File: config.mk
export PLATFORM = sky130hd
export DESIGN_NAME = hkas_sequencer
export DESIGN_NICKNAME = d
export VERILOG_FILES = /design/src/hkas_pkg.sv /design/src/hkas_delta_check.sv /design/src/hkas_sequencer.sv
export VERILOG_INCLUDE_DIRS = /design/src
export SDC_FILE = /design/constraint.sdc
export NUM_CORES = 1
export LEC_CHECK = 0
export BUFFER_PORTS_ARGS = -buffer_cell sky130_fd_sc_hd__buf_2
export CORE_MARGIN = 10
export CORE_UTILIZATION = 32
export DETAILED_ROUTE_END_ITERATION = 8
export GPL_TIMING_DRIVEN = 0
export HOLD_SLACK_MARGIN = 0.05
export PLACE_DENSITY_LB_ADDON = 0.25
export REMOVE_ABC_BUFFERS = 1
export SLEW_MARGIN = 10
export SYNTH_ARGS = -nofsm -noshare
export SYNTH_HDL_FRONTEND = slang
export SYNTH_SLANG_ARGS = --single-unit
File: constraint.sdc
create_clock -name clk -period 4 [get_ports clk]
set_clock_uncertainty 0.2 [all_clocks]
set_input_delay 0.4 -clock clk [delete_from_list [all_inputs] [get_ports clk]]
set_output_delay 0.4 -clock clk [all_outputs]
set_load 0.01 [all_outputs]
File: src/hkas_cfg.svh
// Register offsets, field positions and reset values of the converter sequencer
`ifndef HKAS_CFG_SVH
`define HKAS_CFG_SVH
`define HKAS_TEMP_RESULT_ADDR 8'hD7
`define HKAS_START_ADDR 8'hD8
`define HKAS_BATT_RESULT_ADDR 8'hDF
`define HKAS_PWR_ENABLE_ADDR 8'hEC
`define HKAS_VOLT_RESULT_ADDR 8'hEF
`define HKAS_THRESH_ADDR 8'hF3
`define HKAS_PWR_FLAGS_ADDR 8'hF8
`define HKAS_INTERVAL_ADDR 8'hF9
`define HKAS_LOWBAT_ADDR 8'hFA
`define HKAS_BATT_GO_BIT 0
`define HKAS_TEMP_GO_BIT 1
`define HKAS_VOLT_GO_BIT 2
`define HKAS_LOWBAT_BIT 2
`define HKAS_VOLT_FLAG_BIT 3
`define HKAS_TEMP_DELTA_MSB 5
`define HKAS_TEMP_DELTA_LSB 3
`define HKAS_VOLT_DELTA_MSB 2
`define HKAS_VOLT_DELTA_LSB 0
`define HKAS_TEMP_IVL_MSB 1
`define HKAS_TEMP_IVL_LSB 0
`define HKAS_BATT_IVL_MSB 3
`define HKAS_BATT_IVL_LSB 2
`define HKAS_VOLT_IVL_MSB 5
`define HKAS_VOLT_IVL_LSB 4
`define HKAS_RESET_BYTE 8'h00
`define HKAS_DELTA_OFF 3'h0
`define HKAS_DELTA_ALL 3'h7
`endif

File: src/hkas_pkg.sv
// Types shared by the converter sequencer
package hkas_pkg;
	typedef enum logic [2:0] {
		HKAS_FULL = 3'h1,
		HKAS_BATTERY = 3'h2,
		HKAS_SLEEP = 3'h4
	} hkas_mode_t;
	typedef struct packed {
		logic wr;
		logic rd;
		logic [7:0] addr;
		logic [7:0] wdata;
	} hkas_sfr_req_t;
	typedef struct packed {
		logic [2:0] req;
		logic [2:0] single;
	} hkas_conv_req_t;
	typedef struct packed {
		logic [2:0] done;
		logic [7:0] temp;
		logic [7:0] batt;
		logic [7:0] volt;
	} hkas_conv_res_t;
endpackage

File: src/hkas_delta_check.sv
// Change detector: compares a new result with the last reported one
`timescale 1ns/10ps
`include "hkas_cfg.svh"
module hkas_delta_check (
	input wire logic [7:0] new_value,
	input wire logic [7:0] last_value,
	input wire logic [2:0] delta_code,
	output logic exceeds
);
	logic [7:0] diff;
	always_comb begin
		diff = (new_value > last_value) ? new_value - last_value : last_value - new_value;
		// Code 0 never reports, code 7 reports all, else strictly greater
		if (delta_code == `HKAS_DELTA_OFF) begin
			exceeds = 1'b0;
		end else if (delta_code == `HKAS_DELTA_ALL) begin
			exceeds = 1'b1;
		end else begin
			exceeds = diff > {5'h00, delta_code};
		end
	end
endmodule

File: src/hkas_sequencer.sv
// Housekeeping converter sequencer: starts, background strobes, results, flags
//
// Summary of operation
// - No background temperature conversions until a nonzero temperature interval is written.
// - Temperature interrupt when result differs from last reported by more than delta.
// - Temperature: full mode both kinds, battery single only, sleep background only.
// - Temperature result register loads only when the temperature interrupt fires.
// - Single temperature conversion completion always raises the flagless temperature interrupt.
// - Battery start bit launches one conversion; result stored and low-battery flag set.
// - Background battery result below threshold sets the low-battery flag.
// - Low-battery flag requests power interrupt only while its enable is set.
// - Battery: full mode both kinds, battery single only, sleep none.
// - Single battery completion sets low-battery flag; result loads only when that flag is set.
// - Voltage start bit launches one conversion; result stored and interrupt signalled.
// - No background voltage conversions until a nonzero voltage interval is written.
// - Voltage change beyond delta sets the external-voltage flag.
// - External-voltage flag requests power interrupt only while its enable is set.
// - Voltage: full mode both kinds, battery single only, sleep background only.
// - Voltage result changes only on the voltage interrupt, delta or single completion.
// - Each start bit clears itself once the converter accepts the request.
// - Delta code 0 disables, 1 to 6 are LSB thresholds, 7 reports all.
`timescale 1ns/10ps
`include "hkas_cfg.svh"
module hkas_sequencer (
	input wire logic clk,
	input wire logic rst_n,
	input wire hkas_pkg::hkas_sfr_req_t sfr_req,
	input wire hkas_pkg::hkas_mode_t power_mode,
	input wire logic [2:0] interval_tick,
	input wire logic [2:0] conv_ack,
	input wire hkas_pkg::hkas_conv_res_t conv_res,
	output logic [7:0] sfr_rdata,
	output hkas_pkg::hkas_conv_req_t conv_req,
	output logic temp_irq,
	output logic volt_irq,
	output logic power_irq
);
	import hkas_pkg::*;

	// ==========================================================
	// Registers
	logic [7:0] start_reg;
	logic [7:0] enable_reg;
	logic [7:0] thresh_reg;
	logic [7:0] flags_reg;
	logic [7:0] interval_reg;
	logic [7:0] lowbat_reg;
	logic [7:0] temp_result_reg;
	logic [7:0] batt_result_reg;
	logic [7:0] volt_result_reg;
	logic [7:0] temp_last_reg;
	logic [7:0] volt_last_reg;
	logic [2:0] single_pend_reg;
	logic [2:0] bg_pend_reg;
	logic [2:0] busy_reg;
	logic [2:0] busy_single_reg;
	hkas_conv_req_t conv_req_reg;
	logic temp_irq_reg;
	logic volt_irq_reg;
	logic power_irq_reg;
	logic [7:0] rdata_reg;

	logic [2:0] go_bits;
	logic [2:0] bg_enabled;
	logic [2:0] single_allowed;
	logic [2:0] bg_allowed;
	logic [2:0] issue;
	logic temp_change;
	logic volt_change;
	logic temp_fire;
	logic volt_fire;
	logic batt_set;
	logic volt_set;
	logic start_wr;
	logic flags_wr;

	assign go_bits = {start_reg[`HKAS_VOLT_GO_BIT], start_reg[`HKAS_TEMP_GO_BIT],
		start_reg[`HKAS_BATT_GO_BIT]};
	// Zero interval field means background off, which is also the reset state
	assign bg_enabled = {
		|interval_reg[`HKAS_VOLT_IVL_MSB:`HKAS_VOLT_IVL_LSB],
		|interval_reg[`HKAS_TEMP_IVL_MSB:`HKAS_TEMP_IVL_LSB],
		|interval_reg[`HKAS_BATT_IVL_MSB:`HKAS_BATT_IVL_LSB]};
	// Bit order: 2 voltage, 1 temperature, 0 battery
	always_comb begin
		unique case (power_mode)
			HKAS_FULL: begin
				single_allowed = 3'h7;
				bg_allowed = 3'h7;
			end
			HKAS_BATTERY: begin
				single_allowed = 3'h7;
				bg_allowed = 3'h0;
			end
			HKAS_SLEEP: begin
				single_allowed = 3'h0;
				bg_allowed = 3'h6;
			end
			default: begin
				single_allowed = 3'h0;
				bg_allowed = 3'h0;
			end
		endcase
	end
	assign start_wr = sfr_req.wr && sfr_req.addr == `HKAS_START_ADDR;
	assign flags_wr = sfr_req.wr && sfr_req.addr == `HKAS_PWR_FLAGS_ADDR;

	// ==========================================================
	// Software registers
	always_ff @(posedge clk or negedge rst_n) begin
		if (!rst_n) begin
			enable_reg <= `HKAS_RESET_BYTE;
			thresh_reg <= `HKAS_RESET_BYTE;
			interval_reg <= `HKAS_RESET_BYTE;
			lowbat_reg <= `HKAS_RESET_BYTE;
		end else if (sfr_req.wr) begin
			unique case (sfr_req.addr)
				`HKAS_PWR_ENABLE_ADDR: enable_reg <= sfr_req.wdata;
				`HKAS_THRESH_ADDR: thresh_reg <= sfr_req.wdata;
				`HKAS_INTERVAL_ADDR: interval_reg <= sfr_req.wdata;
				`HKAS_LOWBAT_ADDR: lowbat_reg <= sfr_req.wdata;
				default: ;
			endcase
		end
	end

	// ==========================================================
	// Start bits: cleared on acceptance, acceptance beats a new write
	always_ff @(posedge clk or negedge rst_n) begin
		if (!rst_n) begin
			start_reg <= `HKAS_RESET_BYTE;
		end else begin
			if (start_wr) begin
				start_reg[7:3] <= {sfr_req.wdata[7] | start_reg[7], 4'h0};
			end
			for (int i = 0; i < 3; i++) begin
				if (conv_req_reg.req[i] && conv_req_reg.single[i] && conv_ack[i]) begin
					start_reg[i] <= 1'b0;
				end else if (start_wr) begin
					start_reg[i] <= sfr_req.wdata[i] | start_reg[i];
				end
			end
		end
	end

	// ==========================================================
	// Request issue: one outstanding conversion per channel
	genvar g;
	generate
		for (g = 0; g < 3; g++) begin : gen_ch
			always_ff @(posedge clk or negedge rst_n) begin
				if (!rst_n) begin
					bg_pend_reg[g] <= 1'b0;
					single_pend_reg[g] <= 1'b0;
				end else begin
					if (interval_tick[g] && bg_enabled[g] && bg_allowed[g]) begin
						bg_pend_reg[g] <= 1'b1;
					end else if (issue[g] && !(single_pend_reg[g] && single_allowed[g])) begin
						bg_pend_reg[g] <= 1'b0;
					end
					single_pend_reg[g] <= go_bits[g] && single_allowed[g];
				end
			end
			// Mode is checked again at issue, so a strobe pended earlier waits out a forbidden mode
			assign issue[g] = !busy_reg[g] && !conv_req_reg.req[g] &&
				((bg_pend_reg[g] && bg_allowed[g]) ||
				(single_pend_reg[g] && single_allowed[g]));
			always_ff @(posedge clk or negedge rst_n) begin
				if (!rst_n) begin
					conv_req_reg.req[g] <= 1'b0;
					conv_req_reg.single[g] <= 1'b0;
					busy_reg[g] <= 1'b0;
					busy_single_reg[g] <= 1'b0;
				end else begin
					if (issue[g]) begin
						conv_req_reg.req[g] <= 1'b1;
						conv_req_reg.single[g] <= single_pend_reg[g] && single_allowed[g];
					end else if (conv_req_reg.req[g] && conv_ack[g]) begin
						conv_req_reg.req[g] <= 1'b0;
						busy_reg[g] <= 1'b1;
						busy_single_reg[g] <= conv_req_reg.single[g];
					end else if (conv_res.done[g]) begin
						busy_reg[g] <= 1'b0;
					end
				end
			end
		end
	endgenerate

	// ==========================================================
	// Completion handling
	hkas_delta_check u_temp_delta (
		.new_value(conv_res.temp),
		.last_value(temp_last_reg),
		.delta_code(thresh_reg[`HKAS_TEMP_DELTA_MSB:`HKAS_TEMP_DELTA_LSB]),
		.exceeds(temp_change)
	);
	hkas_delta_check u_volt_delta (
		.new_value(conv_res.volt),
		.last_value(volt_last_reg),
		.delta_code(thresh_reg[`HKAS_VOLT_DELTA_MSB:`HKAS_VOLT_DELTA_LSB]),
		.exceeds(volt_change)
	);
	assign temp_fire = busy_reg[1] && conv_res.done[1] &&
		(busy_single_reg[1] || temp_change);
	assign volt_fire = busy_reg[2] && conv_res.done[2] &&
		(busy_single_reg[2] || volt_change);
	assign batt_set = busy_reg[0] && conv_res.done[0] &&
		(busy_single_reg[0] || conv_res.batt < lowbat_reg);
	assign volt_set = volt_fire;

	always_ff @(posedge clk or negedge rst_n) begin
		if (!rst_n) begin
			temp_result_reg <= `HKAS_RESET_BYTE;
			temp_last_reg <= `HKAS_RESET_BYTE;
		end else if (temp_fire) begin
			temp_result_reg <= conv_res.temp;
			temp_last_reg <= conv_res.temp;
		end
	end

	always_ff @(posedge clk or negedge rst_n) begin
		if (!rst_n) begin
			volt_result_reg <= `HKAS_RESET_BYTE;
			volt_last_reg <= `HKAS_RESET_BYTE;
		end else if (volt_fire) begin
			volt_result_reg <= conv_res.volt;
			volt_last_reg <= conv_res.volt;
		end
	end

	always_ff @(posedge clk or negedge rst_n) begin
		if (!rst_n) begin
			batt_result_reg <= `HKAS_RESET_BYTE;
		end else if (batt_set) begin
			batt_result_reg <= conv_res.batt;
		end
	end

	// Flags: write one to clear, a new event in the same cycle wins
	always_ff @(posedge clk or negedge rst_n) begin
		if (!rst_n) begin
			flags_reg <= `HKAS_RESET_BYTE;
		end else begin
			if (flags_wr) begin
				flags_reg <= flags_reg & ~sfr_req.wdata;
			end
			if (batt_set) begin
				flags_reg[`HKAS_LOWBAT_BIT] <= 1'b1;
			end
			if (volt_set) begin
				flags_reg[`HKAS_VOLT_FLAG_BIT] <= 1'b1;
			end
		end
	end

	// ==========================================================
	// Interrupt outputs
	always_ff @(posedge clk or negedge rst_n) begin
		if (!rst_n) begin
			temp_irq_reg <= 1'b0;
			volt_irq_reg <= 1'b0;
			power_irq_reg <= 1'b0;
		end else begin
			temp_irq_reg <= temp_fire;
			volt_irq_reg <= volt_fire;
			power_irq_reg <= (flags_reg[`HKAS_LOWBAT_BIT] && enable_reg[`HKAS_LOWBAT_BIT]) ||
				(flags_reg[`HKAS_VOLT_FLAG_BIT] && enable_reg[`HKAS_VOLT_FLAG_BIT]);
		end
	end

	// ==========================================================
	// Read port, registered one cycle after the read strobe
	always_ff @(posedge clk or negedge rst_n) begin
		if (!rst_n) begin
			rdata_reg <= `HKAS_RESET_BYTE;
		end else if (sfr_req.rd) begin
			unique case (sfr_req.addr)
				`HKAS_TEMP_RESULT_ADDR: rdata_reg <= temp_result_reg;
				`HKAS_START_ADDR: rdata_reg <= start_reg;
				`HKAS_BATT_RESULT_ADDR: rdata_reg <= batt_result_reg;
				`HKAS_PWR_ENABLE_ADDR: rdata_reg <= enable_reg;
				`HKAS_VOLT_RESULT_ADDR: rdata_reg <= volt_result_reg;
				`HKAS_THRESH_ADDR: rdata_reg <= thresh_reg;
				`HKAS_PWR_FLAGS_ADDR: rdata_reg <= flags_reg;
				`HKAS_INTERVAL_ADDR: rdata_reg <= interval_reg;
				`HKAS_LOWBAT_ADDR: rdata_reg <= lowbat_reg;
				default: rdata_reg <= `HKAS_RESET_BYTE;
			endcase
		end
	end

	assign sfr_rdata = rdata_reg;
	assign conv_req = conv_req_reg;
	assign temp_irq = temp_irq_reg;
	assign volt_irq = volt_irq_reg;
	assign power_irq = power_irq_reg;

	// ==========================================================
	// Assertions
	temp_result_hold_a: assert property (@(posedge clk) disable iff (!rst_n)
		!temp_fire |=> $stable(temp_result_reg))
		else $error("temperature result changed without interrupt");
	temp_irq_follow_a: assert property (@(posedge clk) disable iff (!rst_n)
		temp_fire |=> temp_irq && temp_result_reg == $past(conv_res.temp))
		else $error("temperature interrupt or result missing");
	single_temp_irq_a: assert property (@(posedge clk) disable iff (!rst_n)
		busy_reg[1] && busy_single_reg[1] && conv_res.done[1] |=> temp_irq)
		else $error("single temperature completion without interrupt");
	no_bg_idle_a: assert property (@(posedge clk) disable iff (!rst_n)
		interval_reg[`HKAS_TEMP_IVL_MSB:`HKAS_TEMP_IVL_LSB] == 2'h0 && !bg_pend_reg[1]
		|=> !bg_pend_reg[1])
		else $error("background temperature without interval");
	no_bg_volt_a: assert property (@(posedge clk) disable iff (!rst_n)
		interval_reg[`HKAS_VOLT_IVL_MSB:`HKAS_VOLT_IVL_LSB] == 2'h0 && !bg_pend_reg[2]
		|=> !bg_pend_reg[2])
		else $error("background voltage without interval");
	volt_result_hold_a: assert property (@(posedge clk) disable iff (!rst_n)
		!volt_fire |=> $stable(volt_result_reg))
		else $error("voltage result changed without interrupt");
	power_irq_follow_a: assert property (@(posedge clk) disable iff (!rst_n)
		flags_reg[`HKAS_LOWBAT_BIT] && enable_reg[`HKAS_LOWBAT_BIT] |=> power_irq)
		else $error("enabled low battery flag without power interrupt");
	batt_flag_set_a: assert property (@(posedge clk) disable iff (!rst_n)
		batt_set |=> flags_reg[`HKAS_LOWBAT_BIT] && batt_result_reg == $past(conv_res.batt))
		else $error("low battery flag or result not set");
	batt_hold_a: assert property (@(posedge clk) disable iff (!rst_n)
		!batt_set |=> $stable(batt_result_reg))
		else $error("battery result changed without flag");
	power_irq_gate_a: assert property (@(posedge clk) disable iff (!rst_n)
		!enable_reg[`HKAS_LOWBAT_BIT] && !enable_reg[`HKAS_VOLT_FLAG_BIT] |=> !power_irq)
		else $error("power interrupt without enable");
	volt_flag_set_a: assert property (@(posedge clk) disable iff (!rst_n)
		volt_set |=> flags_reg[`HKAS_VOLT_FLAG_BIT] && volt_last_reg == $past(conv_res.volt))
		else $error("voltage flag not set");
	sleep_no_batt_a: assert property (@(posedge clk) disable iff (!rst_n)
		power_mode == HKAS_SLEEP && !conv_req_reg.req[0] |=> !conv_req_reg.req[0])
		else $error("battery request in sleep");
	start_clear_a: assert property (@(posedge clk) disable iff (!rst_n)
		conv_req_reg.req[2] && conv_req_reg.single[2] && conv_ack[2] |=> !start_reg[2])
		else $error("voltage start bit not cleared");
	single_cov_c: cover property (@(posedge clk) disable iff (!rst_n) temp_fire && busy_single_reg[1]);
	bg_change_c: cover property (@(posedge clk) disable iff (!rst_n) volt_fire && !busy_single_reg[2]);
	lowbat_c: cover property (@(posedge clk) disable iff (!rst_n) batt_set ##2 power_irq);
	sleep_bg_c: cover property (@(posedge clk) disable iff (!rst_n) power_mode == HKAS_SLEEP && temp_fire);
endmodule

==> results of run 1 <==
-- worst register-to-register path: cells and delay by family (launching register included) --
kind | cells | cell delay (ns)
DFF | 1 | 0.38
and+or+nand+nor | 2 | 0.19
muxes | 2 | 0.66
AOI/OAI and AO/OA | 9 | 1.50
buffers and inverters | 1 | 0.04
adders and majority gates | 3 | 0.88
-- power by group --
part | switching (mW) | leakage [nW] | internal (mW) | total (mW)
Combinational | 0.238 | 2.07 | 0.209 | 0.448
Sequential | 0.0420 | 1.27 | 1.03 | 1.07
Clock | 0.370 | 0.148 | 0.497 | 0.867
Total | 0.650 | 3.48 | 1.73 | 2.38
-- repair_timing --
item | 4_1_cts | 5_1_grt
endpoints found under the hold margin | 39 | 0
gates cloned | 0 | 0
setup buffers | 6 | 16
setup endpoints to repair | 18 | 18
hold buffers | 3 | 0
pin swaps | 2 | 14
gates resized for setup | 9 | 24
-- layer usage --
| metal | up-vias | routed length, um |
|---|---|---|
| met5 | - | 0 |
| met4 | 0 | 402 |
| met3 | 22 | 674 |
| met2 | 102 | 8518 |
| met1 | 2325 | 7384 |
| li1 | 2237 | - |
-- metrics by stage --
stage | TNS, ns | cell area (um^2) | power (mW) | util [%] | cells
after CTS | 0 | 6944 | 2.370 | 38.40 | 875
after global routing | -0.9836 | 7191 | 2.509 | 39.76 | 891
after detailed placement | -8.742 | 6535 | 1.486 | 36.13 | 850
final | 0 | 7196 | 2.384 | 39.79 | 893
after floorplan | -2.927 | 5839 | 1.330 | - | 548
after global placement | -11.38 | 6486 | 1.464 | 35.86 | 849
-- cells in the mapped netlist (3+ instances only) --
master    instances  area (um^2)
a22oi_1          13        97.59
a22o_1            7        61.31
a21o_1           11        82.58
nand2b_1          7        43.79
a222oi_1          8        80.08
or3_1             3        18.77
a21oi_2           3        26.28
o41ai_1           3        26.28
xor2_1            5        43.79
nor3_1            7        35.03
a221oi_1          4        35.03
nand2_1          32        120.1
and2_1            6        37.54
nand4_1           4        25.02
inv_1            62        232.7
nor2b_1           8        50.05
fa_1              4        80.08
xnor2_1          10        87.58
nand3_1          10        50.05
ha_1             43        538.0
a21oi_1          19        95.09
o211ai_1          4        30.03
o21ai_0          16        80.08
mux2i_1          20        200.2
mux2_2           49        551.8
and3_1           11        68.82
o21a_1            3        22.52
clkbuf_1         11        41.29
o22ai_1          10        62.56
a21boi_0          7        52.55
dfrtp_1          97         2427
a31oi_1           8        50.05
nor2_1           13        48.80
buf_6             3        33.78
-- final cells by class --
cell class	instances	area, um^2
Antenna cell	2	5.005
Clock buffer	10	239.0
Clock inverter	6	57.56
Fill cell	1750	10890
Inverter	62	232.7
Multi-Input combinational cell	389	3332
Sequential cell	97	2430
Tap cell	229	286.5
Timing Repair Buffer	98	613.1
-- path summary, 6_finish.rpt --
path                                          to              from  slack (ns)  depth (start not counted)
worst min register to register      start_reg[7]      start_reg[7]        0.28                          1
worst min-delay path                start_reg[2]       conv_ack[2]        0.07                          2
max in group asynchronous       temp_last_reg[1]             rst_n        2.54                          3
min in group asynchronous       volt_last_reg[6]             rst_n        0.37                          2
worst max-delay path            volt_last_reg[7]  volt_last_reg[0]        0.05                         17
worst max register to register  volt_last_reg[7]  volt_last_reg[0]        0.05                         17
-- cell families after synthesis --
kind of cell	after synthesis
AO/OA/AOI/OAI	136
AND/OR/NAND/NOR	120
flip-flops	97
buffers and inverters	79
multiplexers	71
adder cells (fa/ha/maj)	47
XOR/XNOR	15
==> impl_metrics.tcl, run 1 <==
set metrics [dict create \
    outcome "finished, final reports clean" \
    grt_pass1_wl_um 26450 \
    ant_nets 0 \
    crit_type "flop to flop" \
    die_y_um 156.1 \
    htreeDepth 3 \
    grt_use_met1_pct 16.83 \
    mostFrequentLayoutCell "dfrtp_1" \
    row_count 49 \
    root_buffer "clkbuf_16" \
    path_cells "ha_2, inv_2, fa_2, a21o_1, a21oi_2, nor2_2, o22ai_2, mux2_4, ha_1, nor2b_1, o21ai_1, a32oi_1, a21oi_1, a21oi_1, o211a_1, a41oi_4, mux2_4" \
    cts.clk_slew.worst_paths_ns 0.07 \
    num_vias 4686 \
    routabilityCongestion 0.7915 \
    power.density_nw_per_um2 331.3 \
    clk_latency_ns 0.34 \
    clock.fmax_ghz 0.2529 \
    wl_per_cell_um 19.01 \
    p_leak_nw 3.480 \
    drv_cap 0 \
    synth_top_family_by_area "compound AO/OA/AOI/OAI gates" \
    crit_fanout 4 \
    grt_max_degree 61 \
    antenna_found_initial 2 \
    slew_headroom_pct 12.55 \
    grt_pass1_vias 4867 \
    synthesis.area_um2 5927 \
    die-area_um2 24370 \
    finalMaxSlewViolations 0 \
    viasPerCell 5.247 \
    clock_sinks 97 \
    timing.hold.ws_ns 0.07326 \
    critical_path.top_delay_family "compound AO/OA/AOI/OAI gates" \
    yosys_warnings 0 \
    synthAdderAreaFrac_pct 10.43 \
    drc 0 \
    synth_seq_cells 97 \
    synth_xor_area_share_pct 2.217 \
    coreArea_um2 18090 \
    drtIter0Drc 254 \
    synth-compound-area-share_pct 16.82 \
    dpl.hpwl_um 12710 \
    synth_edf_count 0 \
    busiest_layer "met2" \
    worstSetupStartpointType "flop" \
    fin_crit_sh_pct 98.86 \
    setup_viol 0 \
    cp_data_arrival_time_ns 3.98 \
    initial_core_util_pct 32.77 \
    use_met2_pct 23.42 \
    hp-class "primary input to flop" \
    cts_buffers 9 \
    grt_setup_unrepaired "yes" \
    chipWidth_um 156.1 \
    synth_cells 565 \
    yosys.area_share.simple_pct 11.04 \
    synth_ff_type "dfrtp_1" \
    numPortBuffers 72 \
    cpPeakStageDelay_ns 0.39 \
    fin_nets 760 \
    track_usage_pct 13.84 \
    dp_slack_ns -0.8182 \
    peakVddDrop_uv 231.4 \
    yosysUniqueCellTypes 67 \
    synth.area.mux_share_pct 13.13 \
    clock_path_buffers 2 \
    grt_overflow_total 0 \
    area_growth_pct 21.41 \
    firstDrtPassIters 7 \
    drive_gt1_share_pct 30.06 \
    met3_usage_pct 2.537 \
    end_kind "flop" \
    io_pins 73 \
    cpMaxStageDelayCell "fa_2" \
    syn_area_per_cell_um2 10.49 \
    crit_required_ns 4.03 \
    fin_crit_ns 3.954 \
    wl_um 16980 \
    fin_ws_ns 0.04556 \
    cts_tree "yes" \
    crit_buf_inv 1 \
    worstMarginPinSlew_ns 1.298 \
    synthArstFlopShare_pct 100.0 \
    hold_violations 0 \
    final_cell_mix "dfrtp_1, buf_2, inv_1, mux2_2, ha_1" \
    seq_area_frac_synth_pct 40.95 \
]
Note: power is estimated with default switching activity, not from simulation.
==> inputs of run 2 (changes only) <==
ABC_AREA = 1   (was unset)
==> impl_metrics.tcl, run 2 <==
set metrics [dict create \
    routabilityCongestion 0.8493 \
    viasPerCell 4.639 \
    worstMarginPinSlew_ns 0.9450 \
    yosys_warnings 0 \
    synth_area_leader_cell "dfrtp_1" \
    cp_data_arrival_time_ns 3.67 \
    r2r_cells 26 \
    cts_setup_buffers 0 \
    initial_core_util_pct 32.82 \
    grt_pass1_vias 5324 \
    die-area_um2 25270 \
    p_leak_nw 3.937 \
    r2r-end "temp_last_reg[6]" \
    yosysMostFrequentCell "nand2_1" \
    crit_fanout 10 \
    synthArstFlopShare_pct 100.0 \
    synth_common_cells "nand2_1, inv_1, dfrtp_1" \
    end_kind "flop" \
    synth_seq_cells 97 \
    synthesis.area_um2 6180 \
    min_delay_worst_endpoint "busy_reg[1]" \
    io_pins 73 \
    area_growth_pct 15.75 \
    slew_headroom_pct 36.77 \
    finalMaxSlewViolations 0 \
    drv_cap 0 \
    grt_setup_unrepaired "no" \
    final_cell_mix "nand2_1, inv_1, dfrtp_1, buf_2, o21ai_0" \
    outcome "finished, final reports clean" \
    crit_type "flop to flop" \
    hp-class "primary input to flop" \
    wl_per_cell_um 14.70 \
    drive_gt1_share_pct 13.05 \
    diodes 0 \
    seq_area_frac_synth_pct 39.28 \
    tns_ns 0 \
    power.density_nw_per_um2 544.9 \
    worstHoldPathCells 2 \
    power_frac_comb_pct 45.1 \
    crit_buf_inv 3 \
    synth_area_leaders "dfrtp_1, nand2_1, inv_1" \
    synth_cells 820 \
    cpPeakStageDelay_ns 0.40 \
    fin_crit_ns 3.584 \
    clk_latency_ns 0.35 \
    track_usage_pct 13.44 \
    cpMaxStageDelayCell "fa_1" \
    clock.fmax_ghz 0.2790 \
    chipWidth_um 159.0 \
    htreeDepth 3 \
    coreArea_um2 18830 \
    antenna_found_initial 0 \
    fin_nets 1003 \
    power.switching_mw 1.636 \
    drc 0 \
    clkPwrFrac_pct 20.6 \
    nFillCells 2035 \
    grt_pass1_wl_um 27850 \
    clock_sinks 97 \
    syn_area_per_cell_um2 7.536 \
    timing.hold.ws_ns 0.05987 \
    grt_max_degree 52 \
    root_buffer "clkbuf_16" \
    min-delay-start "conv_res[25]" \
    p_sw_share_pct 41.99 \
    drtIter0Drc 302 \
    p_int_mw 2.261 \
    wl_um 17110 \
    grt_overflow_total 0 \
    numPortBuffers 72 \
    clock_path_buffers 2 \
    postCtsHoldBufs 2 \
    r2r-start "temp_last_reg[0]" \
    yosysUniqueCellTypes 40 \
    dpl.hpwl_um 13760 \
    crit_top_cell "nand2_1" \
    cts_buffers 9 \
    critical_path.top_delay_family "simple AND/OR/NAND/NOR gates" \
    firstDrtPassIters 5 \
    num_vias 5400 \
    synth_ff_type "dfrtp_1" \
    die_y_um 159.0 \
    peakVddDrop_uv 261.5 \
    mostFrequentLayoutCell "nand2_1" \
    fin_crit_sh_pct 89.61 \
    ctsResizeCount 0 \
    synth_edf_count 0 \
    setup_viol 0 \
    hold_violations 0 \
    crit_required_ns 4.09 \
    worstSetupStartpointType "flop" \
    cts_tree "yes" \
    cts.clk_slew.worst_paths_ns 0.07 \
    row_count 50 \
    yosysTopAreaCellShare_pct 39.28 \
    regToRegSetupSlack_ns 0.42 \
    pwr-share-seq_pct 34.4 \
    ant_nets 0 \
]
## run 2: worst max path at each step
stage                           from          endpoint  depth (start not counted)
CTS                 volt_last_reg[0]  volt_last_reg[3]                         22
global placement         conv_res[0]  volt_last_reg[5]                         24
finish              temp_last_reg[0]  temp_last_reg[6]                         26
floorplan               conv_res[16]  temp_last_reg[1]                         27
global route        volt_last_reg[0]  volt_last_reg[5]                         22
detailed placement       conv_res[0]  volt_last_reg[3]                         24
## run 2: final cells by class
type	instances	area, um^2	share of cell area (%)
Multi-Input combinational cell	553	3108	43.45
Sequential cell	97	2427	33.93
Inverter	164	615.6	8.606
Timing Repair Buffer	75	414.1	5.790
Tap cell	260	325.3	4.548
Clock buffer	11	242.7	3.393
Clock inverter	4	20.02	0.2799
## run 2: logic make-up after synthesis
kind of cell             after synthesis  synth area share (%)
AND/OR/NAND/NOR                      341                 23.87
multiplexers                          12                 2.187
AO/OA/AOI/OAI                        150                 13.81
flip-flops                            97                 39.28
adder cells (fa/ha/maj)               47                 10.00
buffers and inverters                170                 10.43
XOR/XNOR                               3                0.4253
## run 2: through the flow
step | worst slack, ns | power (mW) | instance area, um^2 | instances | utilization [%]
final | 0.4158 | 3.897 | 7153 | 1164 | 37.99
after global routing | 0.04315 | 4.277 | 7153 | 1164 | 37.99
after CTS | 0.3926 | 3.942 | 7153 | 1164 | 37.99
after detailed placement | 0.2006 | 3.127 | 6870 | 1147 | 36.49
after global placement | 0.2431 | 3.103 | 6837 | 1146 | 36.31
after floorplan | 0.8014 | 2.628 | 6151 | 814 | -
## run 2: power groups by stage
| stage | registers, mW | clock network, mW | logic (mW) |
|---|---|---|---|
| after floorplan | 1.33 | 0 | 1.30 |
| after global placement | 1.35 | 0 | 1.75 |
| after detailed placement | 1.36 | 0 | 1.77 |
| after CTS | 1.34 | 0.825 | 1.78 |
| after global routing | 1.37 | 0.864 | 2.04 |
| final | 1.34 | 0.802 | 1.76 |
## run 2: layer usage
layer  vias up  GRT usage, %  part of all wire (%)
met4         0         3.201                   1.2
met1      2480         17.61                    47
met2       103         22.28                    48
li1       2805             -                     -
met5         -             0                     0
met3        12         2.608                   4.4
==> inputs of run 3 (changes only) <==
CORE_UTILIZATION = 53   (was 32)
==> impl_metrics.tcl, run 3 (synthesis gave the netlist of run 2 again) <==
set metrics [dict create \
    outcome "finished, final reports clean" \
    initial_core_util_pct 54.12 \
    p_sw_share_pct 41.25 \
    wl_um 15390 \
    ant_nets 0 \
    drive_gt1_share_pct 13.27 \
    worstMarginPinSlew_ns 0.9624 \
    antenna_found_initial 0 \
    area_growth_pct 13.83 \
    grt_max_degree 53 \
    clock_path_buffers 2 \
    dpl.hpwl_um 12220 \
    hp-class "primary input to flop" \
    clkPwrFrac_pct 22.2 \
    drtIter0Drc 340 \
    firstDrtPassIters 5 \
    fin_crit_ns 3.606 \
    p_leak_nw 3.946 \
    htreeDepth 3 \
    fin_crit_sh_pct 90.15 \
    grt_setup_unrepaired "no" \
    fin_cells 1047 \
    final_cell_mix "nand2_1, inv_1, dfrtp_1, buf_2, o21ai_0" \
    numPortBuffers 72 \
    timing.hold.ws_ns 0.06138 \
    routabilityCongestion 0.9251 \
    cts_buffers 9 \
    row_count 39 \
    cts_setup_buffers 0 \
    viasPerCell 5.324 \
    drv_cap 0 \
    clock_sinks 97 \
    power.density_nw_per_um2 564.3 \
    chipWidth_um 128.0 \
    track_usage_pct 18.80 \
    p_int_mw 2.332 \
    grt_pass1_wl_um 25280 \
    dp_cells 1030 \
    root_buffer "clkbuf_16" \
    r2r_cells 22 \
    mostFrequentLayoutCell "nand2_1" \
    end_kind "flop" \
    power.switching_mw 1.637 \
    cts_tree "yes" \
    peakVddDrop_uv 318.1 \
    die_y_um 128.0 \
    fin_nets 1002 \
    diodes 0 \
    crit_type "flop to flop" \
    grt_overflow_total 0 \
    postCtsHoldBufs 1 \
    worstHoldPathCells 2 \
    setup_viol 0 \
    coreArea_um2 11420 \
    crit_required_ns 4.08 \
    worstSetupStartpointType "flop" \
    hold_violations 0 \
    crit_fanout 10 \
    io_pins 73 \
    clock.fmax_ghz 0.2773 \
    finalMaxSlewViolations 0 \
    die-area_um2 16380 \
    drc 0 \
    pwr-share-seq_pct 33.9 \
    cp_data_arrival_time_ns 3.68 \
    clk_latency_ns 0.34 \
    cts.clk_slew.worst_paths_ns 0.07 \
    num_vias 5574 \
    grt_pass1_vias 5168 \
    ctsResizeCount 0 \
    slew_headroom_pct 35.60 \
    tns_ns 0 \
    power_frac_comb_pct 43.9 \
    wl_per_cell_um 14.69 \
]
[run 3: changes by cell type in the layout (fill, tap and decap cells not counted), sizes merged]
cell         before  now
bufinv            0    1
clkbuf           11   10
clkinv            6    5
clkinvlp          0    1
dlygate4sd3       2    1
inv             162  163
[run 3: final cells by class]
class	count	area [um^2]
fillers	1038	4384
multi-input cells	553	3108
flip-flops and latches	97	2427
inverters	164	615.6
repair buffers	74	400.4
clock buffers	10	239.0
well taps	143	178.9
clock inverters	6	65.06
[run 3: critical path: stages (launching register included)]
cell	delay [ns]
dfrtp_1	0.39
ha_1	0.21
inv_1	0.09
fa_1	0.44
inv_1	0.11
o21ai_1	0.09
nand2_1	0.06
nand2_1	0.05
nand2_1	0.10
inv_1	0.09
o21ai_0	0.19
xor2_1	0.18
inv_1	0.06
ha_1	0.30
a21oi_1	0.13
o21ai_0	0.09
a32oi_1	0.16
nand2_1	0.08
nand2_1	0.14
nand2_4	0.12
nand2_4	0.14
nand2_1	0.07
nand2_1	0.06
[run 3: metrics by stage]
| stage | instance area, um^2 | setup WS [ns] | power, mW | utilization (%) |
|---|---|---|---|---|
| 2_1_floorplan | 6151 | 0.8014 | 2.628 | - |
| 3_3_place_gp | 6690 | 0.2807 | 3.050 | 58.59 |
| 3_5_place_dp | 6720 | 0.2129 | 3.089 | 58.85 |
| 4_1_cts | 7034 | 0.3894 | 3.973 | 61.60 |
| 5_1_grt | 7034 | 0.05317 | 4.323 | 61.60 |
| 6_report | 7034 | 0.3939 | 3.970 | 61.60 |
[run 3: per-layer routing]
metal	vias up	share of wire [%]	wire length (um)	track usage [%]
met4	0	1.9	291	5.960
met1	2588	47	7201	25.61
li1	2804	-	-	-
met3	18	5.0	769	2.605
met5	-	0	0	0
met2	164	46	7122	30.19
[run 3: path summary, 6_finish.rpt]
kind | from | end | slack (ns)
hold reg to reg | start_reg[7] | start_reg[7] | 0.27
hold / removal | conv_res[26] | busy_reg[2] | 0.06
setup reg to reg | volt_last_reg[0] | volt_last_reg[2] | 0.39
min in group asynchronous | rst_n | lowbat_reg[5] | 0.42
max in group asynchronous | rst_n | volt_last_reg[5] | 2.52
setup / recovery | volt_last_reg[0] | volt_last_reg[2] | 0.39
[run 3: power groups by stage]
stage	logic (mW)	clock network, mW	registers [mW]
2_1_floorplan	1.30	0	1.33
3_5_place_dp	1.73	0	1.36
3_3_place_gp	1.70	0	1.35
5_1_grt	2.02	0.931	1.37
4_1_cts	1.74	0.888	1.34
6_report	1.74	0.882	1.35
